File: config.mk
export PLATFORM = sky130hd
export DESIGN_NAME = lsoc_top
export DESIGN_NICKNAME = d
export VERILOG_FILES = /design/src/core/lsoc_pkg.sv /design/src/core/lsoc_top.sv
export VERILOG_INCLUDE_DIRS = /design/src /design/src/core
export SDC_FILE = /design/constraint.sdc
export NUM_CORES = 1
export LEC_CHECK = 0
export BUFFER_PORTS_ARGS = -buffer_cell sky130_fd_sc_hd__buf_4
export CORE_MARGIN = 2
export CORE_UTILIZATION = 25
export DETAILED_ROUTE_END_ITERATION = 8
export PLACE_DENSITY = 0.49
export SYNTH_ARGS = -nofsm -noshare
export SYNTH_HDL_FRONTEND = slang
export SYNTH_SLANG_ARGS = --single-unit
File: constraint.sdc
create_clock -name i_core_clk -period 6.3 [get_ports i_core_clk]
set_input_delay 0.63 -clock i_core_clk [delete_from_list [all_inputs] [get_ports i_core_clk]]
set_output_delay 0.63 -clock i_core_clk [all_outputs]
set_load 0.005 [all_outputs]
File: src/core/lsoc_map.svh
// Register offsets, field positions and timing constants of the leap and offset control block
`ifndef LSOC_MAP_SVH
`define LSOC_MAP_SVH

// ----------------------------------------
// Register offsets
// ----------------------------------------
`define LSOC_CTRL_OFS      12'h000
`define LSOC_MSOFS_OFS     12'h004
`define LSOC_LOCOFS_OFS    12'h008
`define LSOC_LEAPTIM_OFS   12'h00c
`define LSOC_SCHTIM_OFS    12'h010
`define LSOC_SCHDAT_OFS    12'h014
`define LSOC_STATUS_OFS    12'h018
`define LSOC_MSTOT_OFS     12'h01c
`define LSOC_LOCTOT_OFS    12'h020

// ----------------------------------------
// Field positions and reset values
// ----------------------------------------
`define LSOC_CTRL_DLY_BIT    4
`define LSOC_CTRL_MSCMD_BIT  8
`define LSOC_CTRL_LOCCMD_BIT 9
`define LSOC_LOC_UNIT_LSB    20
`define LSOC_DET_EN_RST      4'h0

// ----------------------------------------
// Time and range constants
// ----------------------------------------
`define LSOC_DAY_SECS       17'd86400
`define LSOC_HALF_DAY       19'sd43200
`define LSOC_WIN_LEAD_SECS  17'd10
`define LSOC_WIN_TAIL_DAYS  19'd3
`define LSOC_WIN_TAIL_MINS  19'd99
`define LSOC_MS_LIMIT       11'sd999
`define LSOC_LOC_LIMIT      18'sd99999
`define LSOC_LEAP_SS        6'd60
`define LSOC_MON_DEC        4'd12
`define LSOC_MON_MAR        4'd3
`define LSOC_MON_JUN        4'd6
`define LSOC_MON_SEP        4'd9
`define LSOC_DAY_31         5'd31
`define LSOC_DAY_30         5'd30
`define LSOC_SECS_MIN       32'sd60
`define LSOC_SECS_HOUR      32'sd3600

`endif

File: src/core/lsoc_pkg.sv
// Shared types of the leap and offset control block
package lsoc_pkg;

  // Time of day as hours, minutes, seconds
  typedef struct packed {
    logic [4:0] hh;
    logic [5:0] mm;
    logic [5:0] ss;
  } lsoc_hms_type;

  // Calendar date
  typedef struct packed {
    logic [11:0] year;
    logic [3:0]  month;
    logic [4:0]  day;
  } lsoc_ymd_type;

  // Input source classes, also index of the detect enables
  typedef enum logic [1:0] {
    LSOC_SRC_TC    = 2'b00,
    LSOC_SRC_RADIO = 2'b01,
    LSOC_SRC_MODEM = 2'b10,
    LSOC_SRC_SER   = 2'b11
  } lsoc_src_type;

  // Local offset time units
  typedef enum logic [2:0] {
    LSOC_UNIT_SEC  = 3'b000,
    LSOC_UNIT_MIN  = 3'b001,
    LSOC_UNIT_HOUR = 3'b010,
    LSOC_UNIT_DAY  = 3'b011
  } lsoc_unit_type;

endpackage : lsoc_pkg

File: src/core/lsoc_top.sv
// Leap second detection and scheduling, millisecond and local offsets, APB register slave
//
// Chosen here: the register addresses and the APB interface to the registers.
`timescale 1ns/1ps
`include "lsoc_map.svh"

module lsoc_top (
  // Clock and reset
  input  wire logic                  i_core_clk,
  input  wire logic                  i_arst_n,
  // APB slave
  input  wire logic                  psel,
  input  wire logic                  penable,
  input  wire logic                  pwrite,
  input  wire logic [11:0]           paddr,
  input  wire logic [31:0]           pwdata,
  output logic      [31:0]           prdata,
  output logic                       pready,
  output logic                       pslverr,
  // Time base
  input  wire logic                  i_sec_tick,
  input  wire lsoc_pkg::lsoc_hms_type i_utc_time,
  input  wire lsoc_pkg::lsoc_ymd_type i_utc_date,
  input  wire lsoc_pkg::lsoc_hms_type i_local_time,
  input  wire lsoc_pkg::lsoc_ymd_type i_local_date,
  input  wire logic                  i_time_load,
  input  wire logic                  i_out_discont,
  // Input source samples
  input  wire logic                  i_src_valid,
  input  wire lsoc_pkg::lsoc_src_type i_src_class,
  input  wire lsoc_pkg::lsoc_hms_type i_src_time,
  // Results
  output logic                       o_leap_apply,
  output logic                       o_leap_positive,
  output logic                       o_leap_pending,
  output logic                       o_window_open,
  output logic signed [31:0]         o_ms_offset_total,
  output logic signed [31:0]         o_local_offset_total
);

  // ----------------------------------------
  // Helpers
  // ----------------------------------------
  function automatic logic [16:0] hms_to_sod(input lsoc_pkg::lsoc_hms_type t);
    hms_to_sod = 17'(t.hh * `LSOC_SECS_HOUR) + 17'(t.mm * `LSOC_SECS_MIN) + 17'(t.ss);
  endfunction : hms_to_sod
  function automatic logic leap_date(input lsoc_pkg::lsoc_ymd_type d);
    leap_date = (d.month == `LSOC_MON_DEC && d.day == `LSOC_DAY_31) ||
                (d.month == `LSOC_MON_MAR && d.day == `LSOC_DAY_31) ||
                (d.month == `LSOC_MON_JUN && d.day == `LSOC_DAY_30) ||
                (d.month == `LSOC_MON_SEP && d.day == `LSOC_DAY_30);
  endfunction : leap_date
  // Step beyond the expected +1 s, folded across midnight
  function automatic logic signed [18:0] src_step(input logic [16:0] now_s, input logic [16:0] last_s);
    logic signed [18:0] d;
    d = $signed({2'b00, now_s}) - $signed({2'b00, last_s});
    if (d > `LSOC_HALF_DAY) begin
      d = d - $signed({2'b00, `LSOC_DAY_SECS});
    end else if (d < -`LSOC_HALF_DAY) begin
      d = d + $signed({2'b00, `LSOC_DAY_SECS});
    end
    src_step = d - 19'sd1;
  endfunction : src_step
  function automatic logic signed [31:0] to_secs(input logic signed [17:0] v, input logic [2:0] u);
    case (u)
      lsoc_pkg::LSOC_UNIT_MIN:  to_secs = 32'(v) * `LSOC_SECS_MIN;
      lsoc_pkg::LSOC_UNIT_HOUR: to_secs = 32'(v) * `LSOC_SECS_HOUR;
      lsoc_pkg::LSOC_UNIT_DAY:  to_secs = 32'(v) * $signed({15'h0000, `LSOC_DAY_SECS});
      default:                  to_secs = 32'(v);
    endcase
  endfunction : to_secs

  // ----------------------------------------
  // Registers and decode
  // ----------------------------------------
  logic [3:0]                det_en_ff;
  logic                      dly_en_ff, ms_cmd_ff, loc_cmd_ff, pend_ff, pend_pos_ff, have_last_ff, apply_ff;
  logic signed [10:0]        ms_val_ff, ms_wr;
  logic signed [17:0]        loc_val_ff, loc_wr;
  logic [2:0]                loc_unit_ff;
  lsoc_pkg::lsoc_hms_type    leap_time_ff, sch_time_ff;
  lsoc_pkg::lsoc_ymd_type    sch_date_ff;
  logic signed [7:0]         leap_cnt_ff;
  logic [18:0]               win_cnt_ff;
  logic [16:0]               last_sod_ff, src_sod;
  logic [31:0]               prdata_ff, rd_val;
  logic signed [31:0]        ms_tot_ff, loc_tot_ff;
  logic                      wr_en, rd_setup, hit, cls_en, win_open, is_pos, is_neg;
  logic                      detect_ok, leap_fire, sched_hit, loc_now;
  logic signed [18:0]        step;

  assign pready   = 1'b1;
  assign wr_en    = psel && penable && pwrite;
  assign rd_setup = psel && !penable && !pwrite;
  assign pslverr  = psel && penable && !hit;
  assign prdata   = prdata_ff;
  always_comb begin
    hit    = 1'b1;
    rd_val = 32'h0000_0000;
    if (paddr == `LSOC_CTRL_OFS) begin
      rd_val = {27'h0000000, dly_en_ff, det_en_ff};
    end else if (paddr == `LSOC_MSOFS_OFS) begin
      rd_val = 32'(ms_val_ff);
    end else if (paddr == `LSOC_LOCOFS_OFS) begin
      rd_val = {9'h000, loc_unit_ff, 2'b00, loc_val_ff};
    end else if (paddr == `LSOC_LEAPTIM_OFS) begin
      rd_val = {15'h0000, leap_time_ff};
    end else if (paddr == `LSOC_SCHTIM_OFS) begin
      rd_val = {15'h0000, sch_time_ff};
    end else if (paddr == `LSOC_SCHDAT_OFS) begin
      rd_val = {11'h000, sch_date_ff};
    end else if (paddr == `LSOC_STATUS_OFS) begin
      rd_val = {16'h0000, leap_cnt_ff, 5'h00, win_open, pend_pos_ff, pend_ff};
    end else if (paddr == `LSOC_MSTOT_OFS) begin
      rd_val = ms_tot_ff;
    end else if (paddr == `LSOC_LOCTOT_OFS) begin
      rd_val = loc_tot_ff;
    end else begin
      hit = 1'b0;
    end
  end
  // Read data is captured in the setup phase so the access phase needs no wait
  always_ff @(posedge i_core_clk or negedge i_arst_n) begin
    if (!i_arst_n) begin
      prdata_ff <= 32'h0000_0000;
    end else if (rd_setup) begin
      prdata_ff <= rd_val;
    end
  end
  // Out-of-range writes saturate
  assign ms_wr  = ($signed(pwdata[10:0]) > `LSOC_MS_LIMIT) ? `LSOC_MS_LIMIT :
                  ($signed(pwdata[10:0]) < -`LSOC_MS_LIMIT) ? -`LSOC_MS_LIMIT : $signed(pwdata[10:0]);
  assign loc_wr = ($signed(pwdata[17:0]) > `LSOC_LOC_LIMIT) ? `LSOC_LOC_LIMIT :
                  ($signed(pwdata[17:0]) < -`LSOC_LOC_LIMIT) ? -`LSOC_LOC_LIMIT : $signed(pwdata[17:0]);

  always_ff @(posedge i_core_clk or negedge i_arst_n) begin
    if (!i_arst_n) begin
      det_en_ff    <= `LSOC_DET_EN_RST;
      ms_val_ff    <= 11'sd0;
      loc_val_ff   <= 18'sd0;
      loc_unit_ff  <= 3'h0;
      leap_time_ff <= '0;
      sch_time_ff  <= '0;
      sch_date_ff  <= '0;
    end else if (wr_en) begin
      if (paddr == `LSOC_CTRL_OFS) begin
        det_en_ff <= pwdata[3:0];
      end else if (paddr == `LSOC_MSOFS_OFS) begin
        ms_val_ff <= ms_wr;
      end else if (paddr == `LSOC_LOCOFS_OFS) begin
        loc_val_ff  <= loc_wr;
        loc_unit_ff <= pwdata[`LSOC_LOC_UNIT_LSB +: 3];
      end else if (paddr == `LSOC_LEAPTIM_OFS) begin
        leap_time_ff <= pwdata[16:0];
      end else if (paddr == `LSOC_SCHTIM_OFS) begin
        sch_time_ff <= pwdata[16:0];
      end else if (paddr == `LSOC_SCHDAT_OFS) begin
        sch_date_ff <= pwdata[20:0];
      end
    end
  end
  // Commands live one cycle, so they always read back as no
  always_ff @(posedge i_core_clk or negedge i_arst_n) begin
    if (!i_arst_n) begin
      ms_cmd_ff  <= 1'b0;
      loc_cmd_ff <= 1'b0;
    end else begin
      ms_cmd_ff  <= wr_en && paddr == `LSOC_CTRL_OFS && pwdata[`LSOC_CTRL_MSCMD_BIT];
      loc_cmd_ff <= wr_en && paddr == `LSOC_CTRL_OFS && pwdata[`LSOC_CTRL_LOCCMD_BIT];
    end
  end
  // Software write wins over the self-clear
  assign sched_hit = dly_en_ff && i_sec_tick && i_local_time == sch_time_ff && i_local_date == sch_date_ff;
  always_ff @(posedge i_core_clk or negedge i_arst_n) begin
    if (!i_arst_n) begin
      dly_en_ff <= 1'b0;
    end else if (wr_en && paddr == `LSOC_CTRL_OFS) begin
      dly_en_ff <= pwdata[`LSOC_CTRL_DLY_BIT];
    end else if (sched_hit) begin
      dly_en_ff <= 1'b0;
    end
  end

  // ----------------------------------------
  // Offsets
  // ----------------------------------------
  assign loc_now = sched_hit || (loc_cmd_ff && !dly_en_ff);

  always_ff @(posedge i_core_clk or negedge i_arst_n) begin
    if (!i_arst_n) begin
      ms_tot_ff <= 32'sd0;
    end else if (i_time_load) begin
      ms_tot_ff <= 32'sd0;
    end else if (ms_cmd_ff) begin
      ms_tot_ff <= ms_tot_ff + 32'(ms_val_ff);
    end
  end

  always_ff @(posedge i_core_clk or negedge i_arst_n) begin
    if (!i_arst_n) begin
      loc_tot_ff <= 32'sd0;
    end else if (i_time_load) begin
      loc_tot_ff <= 32'sd0;
    end else if (loc_now) begin
      loc_tot_ff <= loc_tot_ff + to_secs(loc_val_ff, loc_unit_ff);
    end
  end
  assign o_ms_offset_total    = ms_tot_ff;
  assign o_local_offset_total = loc_tot_ff;

  // ----------------------------------------
  // Leap detection window
  // ----------------------------------------
  always_ff @(posedge i_core_clk or negedge i_arst_n) begin
    if (!i_arst_n) begin
      win_cnt_ff <= 19'h00000;
    end else if (i_sec_tick && leap_date(i_utc_date) &&
                 hms_to_sod(i_utc_time) == `LSOC_DAY_SECS - `LSOC_WIN_LEAD_SECS) begin
      win_cnt_ff <= 19'(`LSOC_WIN_LEAD_SECS) + `LSOC_WIN_TAIL_DAYS * 19'(`LSOC_DAY_SECS) +
                    `LSOC_WIN_TAIL_MINS * 19'(`LSOC_SECS_MIN);
    end else if (i_sec_tick && win_cnt_ff != 19'h00000) begin
      win_cnt_ff <= win_cnt_ff - 19'd1;
    end
  end
  assign win_open      = win_cnt_ff != 19'h00000;
  assign o_window_open = win_open;

  // ----------------------------------------
  // Step detection
  // ----------------------------------------
  // Input showing second 60 is a positive leap in itself
  assign src_sod   = hms_to_sod(i_src_time);
  assign step      = src_step(src_sod, last_sod_ff);
  assign cls_en    = det_en_ff[i_src_class];
  assign is_pos    = i_src_time.ss == `LSOC_LEAP_SS || step == -19'sd1;
  assign is_neg    = i_src_time.ss != `LSOC_LEAP_SS && step == 19'sd1;
  assign detect_ok = i_src_valid && have_last_ff && cls_en && win_open && (is_pos || is_neg);
  // Second 60 is stored as 59 so the following midnight is not seen as a step
  always_ff @(posedge i_core_clk or negedge i_arst_n) begin
    if (!i_arst_n) begin
      last_sod_ff  <= 17'h00000;
      have_last_ff <= 1'b0;
    end else if (i_src_valid) begin
      last_sod_ff  <= src_sod - 17'(i_src_time.ss == `LSOC_LEAP_SS);
      have_last_ff <= 1'b1;
    end
  end

  always_ff @(posedge i_core_clk or negedge i_arst_n) begin
    if (!i_arst_n) begin
      leap_cnt_ff <= 8'sd0;
    end else if (detect_ok) begin
      leap_cnt_ff <= is_pos ? leap_cnt_ff + 8'sd1 : leap_cnt_ff - 8'sd1;
    end
  end

  // ----------------------------------------
  // Pending leap and application
  // ----------------------------------------
  assign leap_fire = pend_ff && ((i_sec_tick && i_local_time == leap_time_ff) || i_out_discont);
  // A new detection wins over the clear of the previous one
  always_ff @(posedge i_core_clk or negedge i_arst_n) begin
    if (!i_arst_n) begin
      pend_ff     <= 1'b0;
      pend_pos_ff <= 1'b0;
    end else if (detect_ok) begin
      pend_ff     <= 1'b1;
      pend_pos_ff <= is_pos;
    end else if (leap_fire) begin
      pend_ff <= 1'b0;
    end
  end
  // Generator inserts second 60 when positive, skips 59 when negative
  always_ff @(posedge i_core_clk or negedge i_arst_n) begin
    if (!i_arst_n) begin
      apply_ff        <= 1'b0;
      o_leap_positive <= 1'b0;
    end else begin
      apply_ff <= leap_fire;
      if (leap_fire) begin
        o_leap_positive <= pend_pos_ff;
      end
    end
  end
  assign o_leap_apply   = apply_ff;
  assign o_leap_pending = pend_ff;

  // ----------------------------------------
  // Checks
  // ----------------------------------------
  pend_on_detect_a: assert property (@(posedge i_core_clk) disable iff (!i_arst_n)
    detect_ok |=> pend_ff ##0 pend_pos_ff == $past(is_pos)) else $error("pending not set on detect");
  leap_at_time_a: assert property (@(posedge i_core_clk) disable iff (!i_arst_n)
    (pend_ff && i_sec_tick && i_local_time == leap_time_ff && !detect_ok) |=> o_leap_apply && !pend_ff)
    else $error("leap not applied at local time");
  discont_apply_a: assert property (@(posedge i_core_clk) disable iff (!i_arst_n)
    (pend_ff && i_out_discont && !detect_ok) |=> o_leap_apply ##1 !o_leap_apply) else $error("discontinuity missed");
  no_detect_off_a: assert property (@(posedge i_core_clk) disable iff (!i_arst_n)
    (i_src_valid && (!cls_en || !win_open)) |=> $stable(leap_cnt_ff)) else $error("count changed off window");
  window_len_a: assert property (@(posedge i_core_clk) disable iff (!i_arst_n)
    (i_sec_tick && leap_date(i_utc_date) && hms_to_sod(i_utc_time) == 17'd86390) |=> win_cnt_ff == 19'd265150)
    else $error("window length wrong");
  ms_cmd_clear_a: assert property (@(posedge i_core_clk) disable iff (!i_arst_n)
    ms_cmd_ff |=> !ms_cmd_ff) else $error("ms command stuck");
  ms_cumul_a: assert property (@(posedge i_core_clk) disable iff (!i_arst_n)
    (ms_cmd_ff && !i_time_load) |=> ms_tot_ff == $past(ms_tot_ff) + 32'($past(ms_val_ff)))
    else $error("ms offset not accumulated");
  imm_blocked_a: assert property (@(posedge i_core_clk) disable iff (!i_arst_n)
    (loc_cmd_ff && dly_en_ff && !sched_hit && !i_time_load) |=> $stable(loc_tot_ff)) else $error("blocked offset applied");
  delay_clear_a: assert property (@(posedge i_core_clk) disable iff (!i_arst_n)
    (sched_hit && !wr_en) |=> !dly_en_ff) else $error("delay enable kept");
  load_clear_a: assert property (@(posedge i_core_clk) disable iff (!i_arst_n)
    i_time_load |=> ms_tot_ff == 32'sd0 && loc_tot_ff == 32'sd0) else $error("offsets survive time load");

endmodule : lsoc_top

==> run_results.csv <==
group,metric,value,unit
outcome,status,"finished with violations",
outcome,violations,"setup timing",
layout,layout.cells.non_filler,4873,
layout,nFillCells,10600,
setup_path,crit_type,"input pin to flip-flop",
placement,dpl.hpwl,79000,um
synth,netlist.area_leader.share,23.3,%
floorplan,die_h,324,um
timing,slew_violations,0,
placement,port_buffers,227,
run,maxCapViolCount,0,
cts,clk_pin_slew,0.07,ns
setup_path,crit_arrival,9.25,ns
layout,final_layout_size_suffix_gt1_share,25.9,%
power_and_ir_drop,power_density,348,nW/um^2
drt,viasPerCell,4.77,
timing,tightest_slew,1.36,ns
synth,synth_cells,2888,
setup_path,cp_max_fo,5,
floorplan,boundaryPins,250,
placement,dpl_cell_area,31900,sq um
timing,setup_viol,17,
synth,syn-mean-instance-area,8.88,sq um
layout,seq_area,5990,sq um
drt,drt-total-wl,96700,um
drt,wl_per_cell,19.8,um
layout,fin_nets,4087,
synth,synth.distinct_cells,83,
timing,timing.final.crit_share,139,%
layout,antenna_cells,0,
layout,multi_input_area,19000,sq um
timing,max_slew_margin,8.51,%
layout,areaGrowthSynthToFinish,32.6,%
setup_path,critPathLaunchType,"input pin",
global_route,gr-total-overflow,0,
floorplan,fp.coreArea,102000,sq um
global_route,grt_max_degree,131,
floorplan,floorplan.initialDensity,25.2,%
setup_path,worst_path_largest_cell_delay,0.57,ns
cts,clock_latency,0.59,ns
synth,synth-seq-cells,239,
timing,hold_viol_final,0,
hold_path,min_path_type,"input pin to async pin",
drt,drt_first_pass_iters,6,
setup_path,ff2ff_setup_slack,-0.46,ns
synth,synth_most_common_cell,"ha_1",
floorplan,fp-row-count,117,
setup_path,crit_required,6.78,ns
cts,hold_buffers,0,
synth,async_reset_ff_share,100,%
setup_path,critPathSlowestCell,"fa_1",
cts,cts.htree.levels,2,
synth,yosysTopAreaCell,"dfrtp_1",
setup_path,end_kind,"flip-flop",
placement,dp.cells,4777,
cts,cts_made_buffers,35,
layout,final_area,34000,sq um
timing,timing.final.ws_setup,-2.47,ns
global_route,antenna_found_initial,8,
timing,finalClockSkew,0.0592,ns
power_and_ir_drop,p_leak,16.9,nW
cts,numClockSinks,239,
synth,syn_nets,3495,
synth,synth_edf_count,0,
cts,cts_tree,"built",
drt,ant_nets,0,
synth,yosys_warnings,0,
drt,vias,23300,
placement,globalplace.congestion,0.910,
cts,clockRootBuffer,"clkbuf_16",
power_and_ir_drop,peakVddDrop,0.000719,V
drt,drc,0,
global_route,grt_pass1_vias,23000,
synth,synth_top_flop_cell,"dfrtp_1",
floorplan,dieArea,105000,sq um
cts,clockBufferDepth,3,
global_route,grtUsageTotal,18.0,%
setup_path,cp_common_cell,"a21o_1",
timing,period_needed,8.77,ns
global_route,grt_pass1_wl,145000,um
floorplan,die_w,324,um
timing,max_freq,0.114,GHz
synth,seq_area_frac_synth,23.3,%
synth,syn_area,25600,sq um
synth,synthTopCellsByArea,"dfrtp_1 23%, ha_1 16%, fa_1 9.7%",
synth,yosys-top-cells-count,"335 x ha_1, 334 x inv_1, 246 x nor2_1, 239 x dfrtp_1, 195 x a21oi_1",
layout,fin_util,33.4,%
timing,rsz0062_at_grt,"true",
drt,drt_iter0_markers,1694,
## cells by family (layout without fill, tap and decap cells)
group	Yosys count	count (layout)	share of synthesized area, %
fa+ha+maj	459	459	26.0
compound gates	692	693	17.7
other cells	1	1	0.0146
flops	239	239	23.3
buf+inv	416	1032	6.14
xor+xnor	264	264	9.04
mux	109	109	4.61
simple gates	708	708	13.1
## critical path: cells and delay by family
family                   cells  cell delay (ns)
AO/OA/AOI/OAI               21             3.44
buffers and inverters        6             0.60
AND/OR/NAND/NOR              8             1.39
adder cells (fa/ha/maj)      7             2.75
XOR/XNOR                     3             0.42
## per-layer routing
| metal | routed length [um] | global-route usage, % | vias up |
|---|---|---|---|
| met1 | 45600 | 25.4 | 11200 |
| met2 | 40100 | 26.1 | 685 |
| met3 | 7980 | 5.15 | 115 |
| li1 | - | - | 11300 |
| met5 | 48 | 0 | - |
| met4 | 2950 | 5.56 | 8 |
## sequential cells by signal, indices dropped and copies added, names as in the netlist, 3 cells and up
signal                flops
leap_time_ff             17
loc_val_ff               18
sch_date_ff              21
loc_unit_ff               3
ms_val_ff                11
o_ms_offset_total        32
det_en_ff                 4
o_local_offset_total     32
last_sod_ff              17
sch_time_ff              17
prdata                   32
leap_cnt_ff               8
win_cnt_ff               19
## layout by cell type, fill, tap and decap left out, drive strengths merged, types with 39 or more instances in the layout
cell    Yosys  routed
nor3       53      53
xnor2     156     156
a21o       79      79
nor2      246     246
mux2       62      62
ha        335     335
dfrtp     239     239
o21ai     121     121
mux2i      46      46
nand2     154     154
a21oi     195     195
buf        12     635
xor2      108     108
fa        124     124
a31oi      40      41
nand2b     39      39
clkbuf     69      46
inv       334     335
## final timing paths
kind | depth (start not counted) | endpoint | start
max in group asynchronous | 2 | leap_time_ff[4] | i_arst_n
setup reg to reg | 31 | o_local_offset_total[31] | loc_val_ff[2]
setup / recovery | 45 | leap_cnt_ff[7] | i_src_time[7]
min in group i_core_clk | 3 | loc_unit_ff[1] | pwdata[21]
hold reg to reg | 1 | have_last_ff | have_last_ff
hold / removal | 1 | last_sod_ff[12] | i_arst_n
## where the power goes
group          switching, mW  total, mW  internal, mW
combinational           3.77       7.96          4.20
sequential            0.0803       1.73          1.65
clock                  0.846       2.16          1.31
## area by class of cell
cell class | count | area share [%]
flip-flops and latches | 239 | 17.6
inverters | 335 | 3.70
repair buffers | 635 | 14.3
multi-input cells | 2234 | 55.8
clock buffers | 46 | 2.87
well taps | 1368 | 5.03
clock inverters | 16 | 0.765
## through the flow
stage	setup WS, ns	power [mW]	hold slack (ns)	TNS [ns]
final	-2.47	11.9	0.129	-15.40
after global routing	-2.87	12.8	0.226	-21.95
after CTS	-2.58	11.4	0.182	-18.58
after detailed placement	-3.50	8.86	0.450	-26.66
after global placement	-3.37	8.81	0.445	-25.42
after floorplan	-2.92	6.00	0.334	-16.43
## what timing repair did
item | CTS | global route
resized for setup | 84 | 76
setup endpoints to repair | 21 | 24
cloned | 1 | 0
pin swaps | 75 | 61
buffers inserted | 30 | 22
Power figures use the tool's default switching activity.
